$ cat src/rtl/strap_mux_defs.vh
// constants for the memory-mode strap and pin multiplexer
`ifndef STRAP_MUX_DEFS_VH
`define STRAP_MUX_DEFS_VH

// strap value read on the mode-c pin
`define MODE_FULL 1'b0
`define MODE_HOST 1'b1

// strap vector bit positions (mode a, mode b, mode c)
`define STRAP_A_BIT 0
`define STRAP_B_BIT 1
`define STRAP_C_BIT 2

// pin group widths
`define ADDR_W 14
`define DATA_W 24
`define HOST_W 16
`define BYTE_ADDR_W 8
`define FLAG_W 3
`define SER_W 5
`define IRQ_W 2

// data bus split points
`define DATA_LOW_MSB 7
`define DATA_HIGH_LSB 8
`define HOST_DATA_MSB 15

// serial pin positions in the alternate function set
`define SER_IRQ0_PIN 0
`define SER_IRQ1_PIN 1
`define SER_FI_PIN 2
`define SER_FO_PIN 3

// reset values of driven pins
`define ZERO_ADDR 14'h0000
`define ZERO_BYTE 8'h00
`define ZERO_IRQ 2'h0
`define SEL_IDLE 1'b1

`endif

$ cat src/rtl/memory_mode_strap_pin_mux.v
// memory-mode strap capture and external pin multiplexer
`timescale 1ns/10ps
`include "strap_mux_defs.vh"

// Function
// strap low selects full, high selects host
// mode frozen after reset until next reset
// full mode drives fourteen address outputs
// full mode 24-bit data, top byte carries address
// host mode 16-bit port with strobes, acknowledge
// host mode: one address pin, data on top
// outside logic decodes peripherals from selects
// mode pins read in reset, flags afterwards
// second serial port pins: irqs, flag in/out
// outside strap driver floats after reset
// registered mode value steers address, data and host port pin functions
module memory_mode_strap_pin_mux (
  input wire clk_i,
  input wire rst_b_i,
  // mode pins doubling as programmable flags
  input wire prog_flag_zero_i,
  input wire prog_flag_one_i,
  input wire prog_flag_two_i,
  output wire [`FLAG_W-1:0] prog_flag_out_o,
  output wire [`FLAG_W-1:0] prog_flag_oe_o,
  input wire [`FLAG_W-1:0] flag_drive_i,
  input wire [`FLAG_W-1:0] flag_dir_out_i,
  output wire [`FLAG_W-1:0] flag_level_o,
  output reg host_mode_o,
  output reg [`FLAG_W-1:0] strap_value_o,
  // core side of the external memory interface
  input wire [`ADDR_W-1:0] core_addr_i,
  input wire [`DATA_W-1:0] core_wdata_i,
  input wire core_data_oe_i,
  input wire core_byte_phase_i,
  input wire [`BYTE_ADDR_W-1:0] core_byte_addr_i,
  output reg [`DATA_W-1:0] core_rdata_o,
  input wire core_cms_b_i,
  input wire core_pms_b_i,
  input wire core_dms_b_i,
  input wire core_io_space_select_b_i,
  input wire core_bms_b_i,
  // external memory pins
  output reg [`ADDR_W-1:0] ext_addr_out_o,
  input wire [`DATA_W-1:0] ext_data_bus_in_i,
  output wire [`DATA_W-1:0] ext_data_bus_out_o,
  output wire [`DATA_W-1:0] ext_data_bus_oe_o,
  output reg combined_mem_select_b_o,
  output reg program_mem_select_b_o,
  output reg data_mem_select_b_o,
  output reg io_space_select_b_o,
  output reg byte_mem_select_b_o,
  // host access port pins
  input wire [`HOST_W-1:0] host_addr_data_bus_in_i,
  output wire [`HOST_W-1:0] host_addr_data_bus_out_o,
  output wire [`HOST_W-1:0] host_addr_data_bus_oe_o,
  input wire host_write_strobe_b_i,
  input wire host_read_strobe_b_i,
  input wire host_addr_latch_i,
  input wire host_select_b_i,
  output reg host_acknowledge_b_o,
  // core side of the host access port
  input wire [`HOST_W-1:0] hport_rdata_i,
  input wire hport_drive_i,
  input wire hport_ack_i,
  output reg [`HOST_W-1:0] hport_bus_o,
  output reg hport_write_o,
  output reg hport_read_o,
  output reg hport_latch_o,
  output reg hport_select_o,
  // second serial port pins
  input wire [`SER_W-1:0] serial_pin_in_i,
  output wire [`SER_W-1:0] serial_pin_out_o,
  output wire [`SER_W-1:0] serial_pin_oe_o,
  input wire serial_alt_en_i,
  input wire [`SER_W-1:0] serial_drive_i,
  input wire [`SER_W-1:0] serial_oe_i,
  output reg [`SER_W-1:0] serial_level_o,
  input wire [`IRQ_W-1:0] irq_edge_mode_i,
  input wire flag_output_i,
  output reg flag_input_o,
  output reg [`IRQ_W-1:0] serial_alt_interrupts_o
);

  // reset synchroniser: first stage is read only by the second
  reg rst_meta_reg;
  reg rst_n_reg;
  // strap capture, loaded every cycle while reset is held
  reg [`FLAG_W-1:0] strap_reg;
  // previous interrupt pin levels for falling edge detection
  reg [`IRQ_W-1:0] irq_prev_reg;
  wire mode_host;
  wire [`DATA_W-1:0] data_sample;
  wire [`HOST_W-1:0] host_sample;
  wire [`SER_W-1:0] ser_sample;
  reg [`DATA_W-1:0] data_drive_next;
  reg [`DATA_W-1:0] data_oe_next;
  reg [`SER_W-1:0] ser_drive_next;
  reg [`SER_W-1:0] ser_oe_next;
  reg [`IRQ_W-1:0] irq_next;
  wire [`IRQ_W-1:0] irq_level;

  // release reset through two flops, assert at once
  always @(posedge clk_i or negedge rst_b_i) begin
    if (!rst_b_i) begin
      rst_meta_reg <= 1'b0;
      rst_n_reg <= 1'b0;
    end else begin
      rst_meta_reg <= 1'b1;
      rst_n_reg <= rst_meta_reg;
    end
  end

  // strap is a clocked capture, not a reset value; last sample before release sticks
  always @(posedge clk_i) begin
    if (!rst_n_reg) begin
      strap_reg <= {prog_flag_two_i, prog_flag_one_i, prog_flag_zero_i};
    end
  end
  // strap_reg holds after release; only a new reset reloads it

  assign mode_host = strap_reg[`STRAP_C_BIT];

  // mode status, published once reset is gone
  always @(posedge clk_i or negedge rst_n_reg) begin
    if (!rst_n_reg) begin
      host_mode_o <= `MODE_FULL;
      strap_value_o <= {`FLAG_W{1'b0}};
    end else begin
      host_mode_o <= mode_host;
      strap_value_o <= strap_reg;
    end
  end

  // flag pins: enables stay low in reset so the outside strap driver is not fought
  pin_cell #(.W(`FLAG_W)) flag_pins (
    .clk_i(clk_i),
    .rst_n_i(rst_n_reg),
    .drive_i(flag_drive_i),
    .oe_i(flag_dir_out_i),
    .pin_in_i({prog_flag_two_i, prog_flag_one_i, prog_flag_zero_i}),
    .pin_out_o(prog_flag_out_o),
    .pin_oe_o(prog_flag_oe_o),
    .sample_o(flag_level_o)
  );

  // data bus drive and enable by mode
  always @* begin
    data_drive_next = {`DATA_W{1'b0}};
    data_oe_next = {`DATA_W{1'b0}};
    if (mode_host == `MODE_HOST) begin
      // sixteen data bits ride the upper lines, low byte floats
      data_drive_next[`DATA_W-1:`DATA_HIGH_LSB] = core_wdata_i[`HOST_DATA_MSB:0];
      data_oe_next[`DATA_W-1:`DATA_HIGH_LSB] = {(`DATA_W-`DATA_HIGH_LSB){core_data_oe_i}};
    end else begin
      data_drive_next = core_wdata_i;
      data_oe_next = {`DATA_W{core_data_oe_i}};
      // byte access: top byte carries high byte-memory address, always driven
      if (core_byte_phase_i) begin
        data_drive_next[`DATA_W-1:`DATA_W-`BYTE_ADDR_W] = core_byte_addr_i;
        data_oe_next[`DATA_W-1:`DATA_W-`BYTE_ADDR_W] = {`BYTE_ADDR_W{1'b1}};
      end
    end
  end

  pin_cell #(.W(`DATA_W)) data_pins (
    .clk_i(clk_i),
    .rst_n_i(rst_n_reg),
    .drive_i(data_drive_next),
    .oe_i(data_oe_next),
    .pin_in_i(ext_data_bus_in_i),
    .pin_out_o(ext_data_bus_out_o),
    .pin_oe_o(ext_data_bus_oe_o),
    .sample_o(data_sample)
  );

  // address, selects and read data; selects pass in both modes for outside decode
  always @(posedge clk_i or negedge rst_n_reg) begin
    if (!rst_n_reg) begin
      ext_addr_out_o <= `ZERO_ADDR;
      core_rdata_o <= {`DATA_W{1'b0}};
      combined_mem_select_b_o <= `SEL_IDLE;
      program_mem_select_b_o <= `SEL_IDLE;
      data_mem_select_b_o <= `SEL_IDLE;
      io_space_select_b_o <= `SEL_IDLE;
      byte_mem_select_b_o <= `SEL_IDLE;
    end else begin
      if (mode_host == `MODE_HOST) begin
        // only the least significant address pin survives
        ext_addr_out_o <= {{(`ADDR_W-1){1'b0}}, core_addr_i[0]};
        core_rdata_o <= {`ZERO_BYTE, data_sample[`DATA_W-1:`DATA_HIGH_LSB]};
      end else begin
        ext_addr_out_o <= core_addr_i;
        core_rdata_o <= data_sample;
      end
      // outside glue decodes peripherals from these and the low address pin
      combined_mem_select_b_o <= core_cms_b_i;
      program_mem_select_b_o <= core_pms_b_i;
      data_mem_select_b_o <= core_dms_b_i;
      io_space_select_b_o <= core_io_space_select_b_i;
      byte_mem_select_b_o <= core_bms_b_i;
    end
  end

  // host port bus: driven only in host mode when the core answers a read
  pin_cell #(.W(`HOST_W)) host_pins (
    .clk_i(clk_i),
    .rst_n_i(rst_n_reg),
    .drive_i(hport_rdata_i),
    .oe_i({`HOST_W{hport_drive_i & mode_host}}),
    .pin_in_i(host_addr_data_bus_in_i),
    .pin_out_o(host_addr_data_bus_out_o),
    .pin_oe_o(host_addr_data_bus_oe_o),
    .sample_o(host_sample)
  );

  // host strobes gated by mode, so full mode ignores a floating host port
  always @(posedge clk_i or negedge rst_n_reg) begin
    if (!rst_n_reg) begin
      hport_bus_o <= {`HOST_W{1'b0}};
      hport_write_o <= 1'b0;
      hport_read_o <= 1'b0;
      hport_latch_o <= 1'b0;
      hport_select_o <= 1'b0;
      host_acknowledge_b_o <= `SEL_IDLE;
    end else begin
      hport_bus_o <= mode_host ? host_sample : {`HOST_W{1'b0}};
      hport_write_o <= mode_host & ~host_write_strobe_b_i;
      hport_read_o <= mode_host & ~host_read_strobe_b_i;
      hport_latch_o <= mode_host & host_addr_latch_i;
      hport_select_o <= mode_host & ~host_select_b_i;
      host_acknowledge_b_o <= ~(mode_host & hport_ack_i);
    end
  end

  // serial pins: alternate set turns three pins into inputs and one into a flag out
  always @* begin
    ser_drive_next = serial_drive_i;
    ser_oe_next = serial_oe_i;
    if (serial_alt_en_i) begin
      ser_oe_next[`SER_IRQ0_PIN] = 1'b0;
      ser_oe_next[`SER_IRQ1_PIN] = 1'b0;
      ser_oe_next[`SER_FI_PIN] = 1'b0;
      ser_drive_next[`SER_FO_PIN] = flag_output_i;
      ser_oe_next[`SER_FO_PIN] = 1'b1;
    end
  end

  pin_cell #(.W(`SER_W)) serial_pins (
    .clk_i(clk_i),
    .rst_n_i(rst_n_reg),
    .drive_i(ser_drive_next),
    .oe_i(ser_oe_next),
    .pin_in_i(serial_pin_in_i),
    .pin_out_o(serial_pin_out_o),
    .pin_oe_o(serial_pin_oe_o),
    .sample_o(ser_sample)
  );

  assign irq_level = {ser_sample[`SER_IRQ1_PIN], ser_sample[`SER_IRQ0_PIN]};

  // active-low requests: level mode follows the pin, edge mode pulses on a fall
  always @* begin
    irq_next = `ZERO_IRQ;
    if (serial_alt_en_i) begin
      irq_next = (irq_edge_mode_i & irq_prev_reg & ~irq_level) |
                 (~irq_edge_mode_i & ~irq_level);
    end
  end

  // serial status and interrupt outputs; prev starts high while the pin sample starts low, so an edge-mode request can fire on the first cycle after reset
  always @(posedge clk_i or negedge rst_n_reg) begin
    if (!rst_n_reg) begin
      irq_prev_reg <= {`IRQ_W{1'b1}};
      serial_alt_interrupts_o <= `ZERO_IRQ;
      flag_input_o <= 1'b0;
      serial_level_o <= {`SER_W{1'b0}};
    end else begin
      irq_prev_reg <= irq_level;
      serial_alt_interrupts_o <= irq_next;
      flag_input_o <= serial_alt_en_i & ser_sample[`SER_FI_PIN];
      serial_level_o <= ser_sample;
    end
  end

endmodule

$ cat src/rtl/pin_cell.v
// registered pad cell group: output, enable and input sample
`timescale 1ns/10ps
module pin_cell #(
  parameter W = 1
) (
  input wire clk_i,
  input wire rst_n_i,
  input wire [W-1:0] drive_i,
  input wire [W-1:0] oe_i,
  input wire [W-1:0] pin_in_i,
  output reg [W-1:0] pin_out_o,
  output reg [W-1:0] pin_oe_o,
  output reg [W-1:0] sample_o
);

  // drive and enable leave from flops; enable is low in reset so a strap driver wins
  always @(posedge clk_i or negedge rst_n_i) begin
    if (!rst_n_i) begin
      pin_out_o <= {W{1'b0}};
      pin_oe_o <= {W{1'b0}};
      sample_o <= {W{1'b0}};
    end else begin
      pin_out_o <= drive_i;
      pin_oe_o <= oe_i;
      sample_o <= pin_in_i;
    end
  end

endmodule

$ cat config.mk
export PLATFORM = sky130hd
export DESIGN_NAME = memory_mode_strap_pin_mux
export DESIGN_NICKNAME = d
export VERILOG_FILES = /design/src/rtl/memory_mode_strap_pin_mux.v /design/src/rtl/pin_cell.v
export VERILOG_INCLUDE_DIRS = /design/src /design/src/rtl
export SDC_FILE = /design/constraint.sdc
export NUM_CORES = 1
export LEC_CHECK = 0
export BUFFER_PORTS_ARGS = -buffer_cell sky130_fd_sc_hd__buf_2
export CAP_MARGIN = 20
export CELL_PAD_IN_SITES_DETAIL_PLACEMENT = 0
export CELL_PAD_IN_SITES_GLOBAL_PLACEMENT = 1
export CORE_MARGIN = 3
export CORE_UTILIZATION = 37
export CTS_CLUSTER_DIAMETER = 120
export DETAILED_ROUTE_END_ITERATION = 8
export PLACE_DENSITY = 0.92
export SYNTH_ARGS = -nofsm -noshare
export SYNTH_HDL_FRONTEND = slang
export SYNTH_HIERARCHICAL = 1
export SYNTH_SLANG_ARGS = --single-unit
$ cat constraint.sdc
create_clock -name clk_i -period 8.7 [get_ports clk_i]
set_clock_uncertainty 0.15 [all_clocks]
set_input_delay 1.305 -clock clk_i [delete_from_list [all_inputs] [get_ports clk_i]]
set_output_delay 1.305 -clock clk_i [all_outputs]
set_load 0.05 [all_outputs]
# Word-level counts from Yosys, hierarchy flattened
# Cells that the tools add are included.
word_totals:
  register_bits: 212
  input_bits: 145
  output_inout_bits: 175
classes:
  n_mux: 12
  bitwise: 17
ops:
  columns: ["operator", "n"]
  rows:
  - ["16-bit 2-to-1 mux", 3]
  - ["8-bit 2-to-1 mux", 4]
  - ["24-bit 2-to-1 mux", 1]
  - ["14-bit 2-to-1 mux", 1]
  - ["1-bit bitwise AND", 7]
  - ["2-bit bitwise AND", 3]
  - ["4-bit 2-to-1 mux", 1]
  - ["1-bit NOT", 4]
  - ["2-bit NOT", 2]
  - ["2-bit 2-to-1 mux", 1]
  - ["2-bit bitwise OR", 1]
  - ["1-bit 2-to-1 mux", 1]

# Logic depth before layout (Yosys ltp)
depth:
  word_depth: 4
  depth_mapped: 4

# By module
# The synthesis kept the hierarchy.
by_module_without_submodules:
  columns: ["mod", "instances", "cells_per_inst", "area_per_inst_um2"]
  rows:
  - ["memory_mode_strap_pin_mux", 1, 208, 3080.5]
  - ["pin_cell at data_pins", 1, 72, 1801.7]
  - ["pin_cell at host_pins", 1, 48, 1201.2]
  - ["pin_cell at serial_pins", 1, 15, 375.4]
  - ["pin_cell at flag_pins", 1, 9, 225.2]

# Worst setup path before layout
# Ideal clock, no wire load.
synth_path:
  kind: "flip-flop to flip-flop"
  from: "register rst_n_reg"
  to: "register strap_reg[0] (enable)"
  setup_ps: 543
  arrival_time_ps: 5633
  path_slack_ps: 2374
  stages_incl_launch_ff: 2
  n_path_buf: 0
  period_less_slack_ps: 6326
  cell_sequence: "dfrtp_1 -> inv_1"
synth_lines:
  columns: ["element", "line_no", "source"]
  rows:
  - ["start, declared", "memory_mode_strap_pin_mux.v:87", "reg rst_n_reg;"]
  - ["start signal, assigned", "memory_mode_strap_pin_mux.v:110", "rst_n_reg <= rst_meta_reg;"]
  - ["end signal, assigned", "memory_mode_strap_pin_mux.v:117", "strap_reg <= {prog_flag_two_i, prog_flag_one_i, prog_flag_zero_i};"]
  - ["end, declared", "memory_mode_strap_pin_mux.v:89", "reg [`FLAG_W-1:0] strap_reg;"]
# No word-level cell between the ends.

# Worst setup path after layout
layout_path:
  from: "register program_mem_select_b_o"
  to: "output program_mem_select_b_o"
layout_lines:
  columns: ["element", "line_no", "source"]
  rows:
  - ["start, declared", "memory_mode_strap_pin_mux.v:49", "output reg program_mem_select_b_o,"]
  - ["start signal, assigned", "memory_mode_strap_pin_mux.v:183", "program_mem_select_b_o <= `SEL_IDLE;"]
  - ["start signal, assigned", "memory_mode_strap_pin_mux.v:198", "program_mem_select_b_o <= core_pms_b_i;"]
# No word-level cell between the ends.

==> results by group <==
Clock network
  • CTS Buf Count: 24
  • CTS resizes: 0
  • CTS root buffer: clkbuf_16
  • Post-CTS setup buffer count: 0
  • CTS Buffer Depth: 3
  • # H-tree levels: 1
  • CTS tree: done
  • CTS Sinks: around 230
  • Hold_buf cts: 0
  • Clk slew on worst S/H paths: ~0.060 ns
  • Clock Latency Late Sink: between 0.4 and 0.5 ns

Synthesis
  • Syn. warnings: 6
  • Flops & latches, synth: 226
  • Netlist Area Pre-Place: 6680 um^2
  • Post-Synthesis Cells: 352
  • Post-synth EDFFs: 3
  • Top post-synthesis cells by area: dfrtp_1, mux2_4, nor2b_1
  • Seq/Total Area, Yosys: 0.850
  • Leading area contributor after synthesis: dfrtp_1
  • Cell variety after synth: 20
  • Ys async rst share: 0.987
  • Syn Area/Cell: around 19 um^2
  • Synth Net Count: 497
  • Yosys top cell area share: 0.805
  • Post-synth top cells: dfrtp_1, nor2b_1, mux2_4
  • Count leader, synth: dfrtp_1
  • Ys flop type: dfrtp_1

Worst setup path
  • Worst path cell trace: buf_2
  • Master of the slowest instance on the critical path: dfstp_2
  • CP max FO: 1
  • Cells on worst reg2reg path: 1
  • Worst R2R Setup Slack: between 6 and 7 ns
  • Largest stage delay on the critical path: between 0.5 and 0.6 ns
  • Critical path buffers and inverters: 1
  • CP Depth: 1
  • Critical path class: register to primary output
  • CP Capture Type: primary output
  • Arr. time, crit path: 1.26 ns
  • Delay-heaviest family, CP: flip-flops
  • CP required: roughly 7.2 ns
  • Worst setup SP type: register

Global routing
  • Total Routing Usage GR: 0.150
  • Total gr overflow: 0
  • First-pass GRT wire length: about 23000 um
  • Vias in the first global route: 4215
  • Pin count of the biggest net entering global routing: 77
  • Initial antenna violation count: 3

Final layout
  • Final Cell Area: ~9400 um^2
  • Inserted Diodes: 0
  • Final #Nets: 834
  • Layout cell share with drive strength beyond 1: 0.562
  • Synth-to-Final Area Change: 40.0%

Die
  • Top-level I/O count: 320
  • Die ar.: just under 20000 um^2
  • Core Box Area: between 15000 and 20000 um^2
  • Die height: 140 um
  • # rows: 48
  • DIE WIDTH: roughly 140 um
  • Initial Util: 0.382

Drt
  • Wirelength per Cell: between 15 and 20 um
  • Vias post-DR: ~4000
  • # DRC: 0
  • Pre-Repair DR Iteration Count: 3
  • WL final: between 15000 and 20000 um
  • Antenna Nets Post-Route: 0
  • Initial DRC Count: 71
  • Routed vias/inst: approximately 4.3

Status
  • Status: complete, no violations

Timing
  • Final hold vios: 0
  • Final setup vio count: 0
  • RSZ-0062 raised after global routing: no
  • Max-slew headroom: 0.381
  • TNS Setup: 0 ns
  • Period utilization: 0.312
  • Least-Margin Pin Slew: between 0.9 and 1 ns
  • Fmax: ~370 MHz
  • Post-route minimum period: around 2.7 ns
  • Pins Over Slew Limit: 0

Power and ir drop
  • Leakage power: approximately 0.0049 uW
  • Maximum VDD drop: around 0.00017 V
  • PnR Total Power: about 2500 uW
  • Power Density: ~270 nW/um^2

Placement
  • Number of port buffers: between 300 and 400
  • Gpl congestion: between 0.7 and 0.8
  • DPL Wire Length: 11300 um
  • Area post-placement: about 8500 um^2

Min path
  • Min-Delay Path Class: register to register
  • Hold Path Depth: 0

Job
  • Max cap viols: 0
-- path summary, 6_finish.rpt --
check                                       start                       to
min reg2reg                          strap_reg[0]         strap_value_o[0]
max reg2reg                             rst_n_reg  data_pins/pin_out_o[14]
max in group asynchronous               rst_n_reg  data_pins/pin_out_o[14]
max                        program_mem_select_b_o   program_mem_select_b_o
min                                  strap_reg[0]         strap_value_o[0]
min in group asynchronous               rst_n_reg  data_pins/pin_out_o[17]
-- cell families after synthesis --
group | synth area share
compound gates | 0.00711
buf+inv | 0.0144
flops | 0.850
mux | 0.0676
other cells | 0.000561
simple gates | 0.0605
-- routing by layer --
layer,wire (um),up-vias,global-route usage
met5,46,-,0
met4,372,6,0.0433
met3,1740,33,0.0618
met2,7860,212,0.269
met1,5160,1919,0.162
li1,-,1790,-
-- power breakdown --
| part | total, uW | switching [uW] | internal [uW] |
|---|---|---|---|
| sequential | 1130 | 21.4 | 1110 |
| combinational | 312 | 234 | 78.3 |
| clock | 1070 | 383 | 684 |
-- area by class of cell --
cell class / count / area [um^2]
repair buffers: 323 / 1630
inverters: 2 / 7.51
fillers: 1407 / 8120
multi-input cells: 112 / 907
clock inverters: 8 / 144
clock buffers: 34 / 709
flip-flops and latches: 226 / 5680
well taps: 225 / 282
-- through the flow --
stage	instances	setup slack, ns	utilization	hold slack (ns)
2_1_floorplan	352	1.87	-	0.181
3_3_place_gp	888	6.50	0.487	0.182
3_5_place_dp	888	6.41	0.487	0.185
4_1_cts	930	5.95	0.536	0.199
5_1_grt	930	5.94	0.536	0.201
6_report	930	5.98	0.536	0.197
-- cell usage in the layout, fill, tap and decap left out, types with 2 or more instances in the layout --
cell type and instances:
bufinv_16 4, clkinv_2 3, nor2b_1 35, clkbuf_8 5, edfxtp_1 3, buf_4 4
mux2i_1 8, buf_2 319, o21ai_0 8, clkbuf_16 25, nand2_1 9, and2_1 19
dfstp_2 8, mux2_4 24, dfrtp_1 214, nor3b_1 2, inv_1 2, nor2_1 3
clkbuf_1 4
Note: power is estimated with default switching activity, not from simulation.
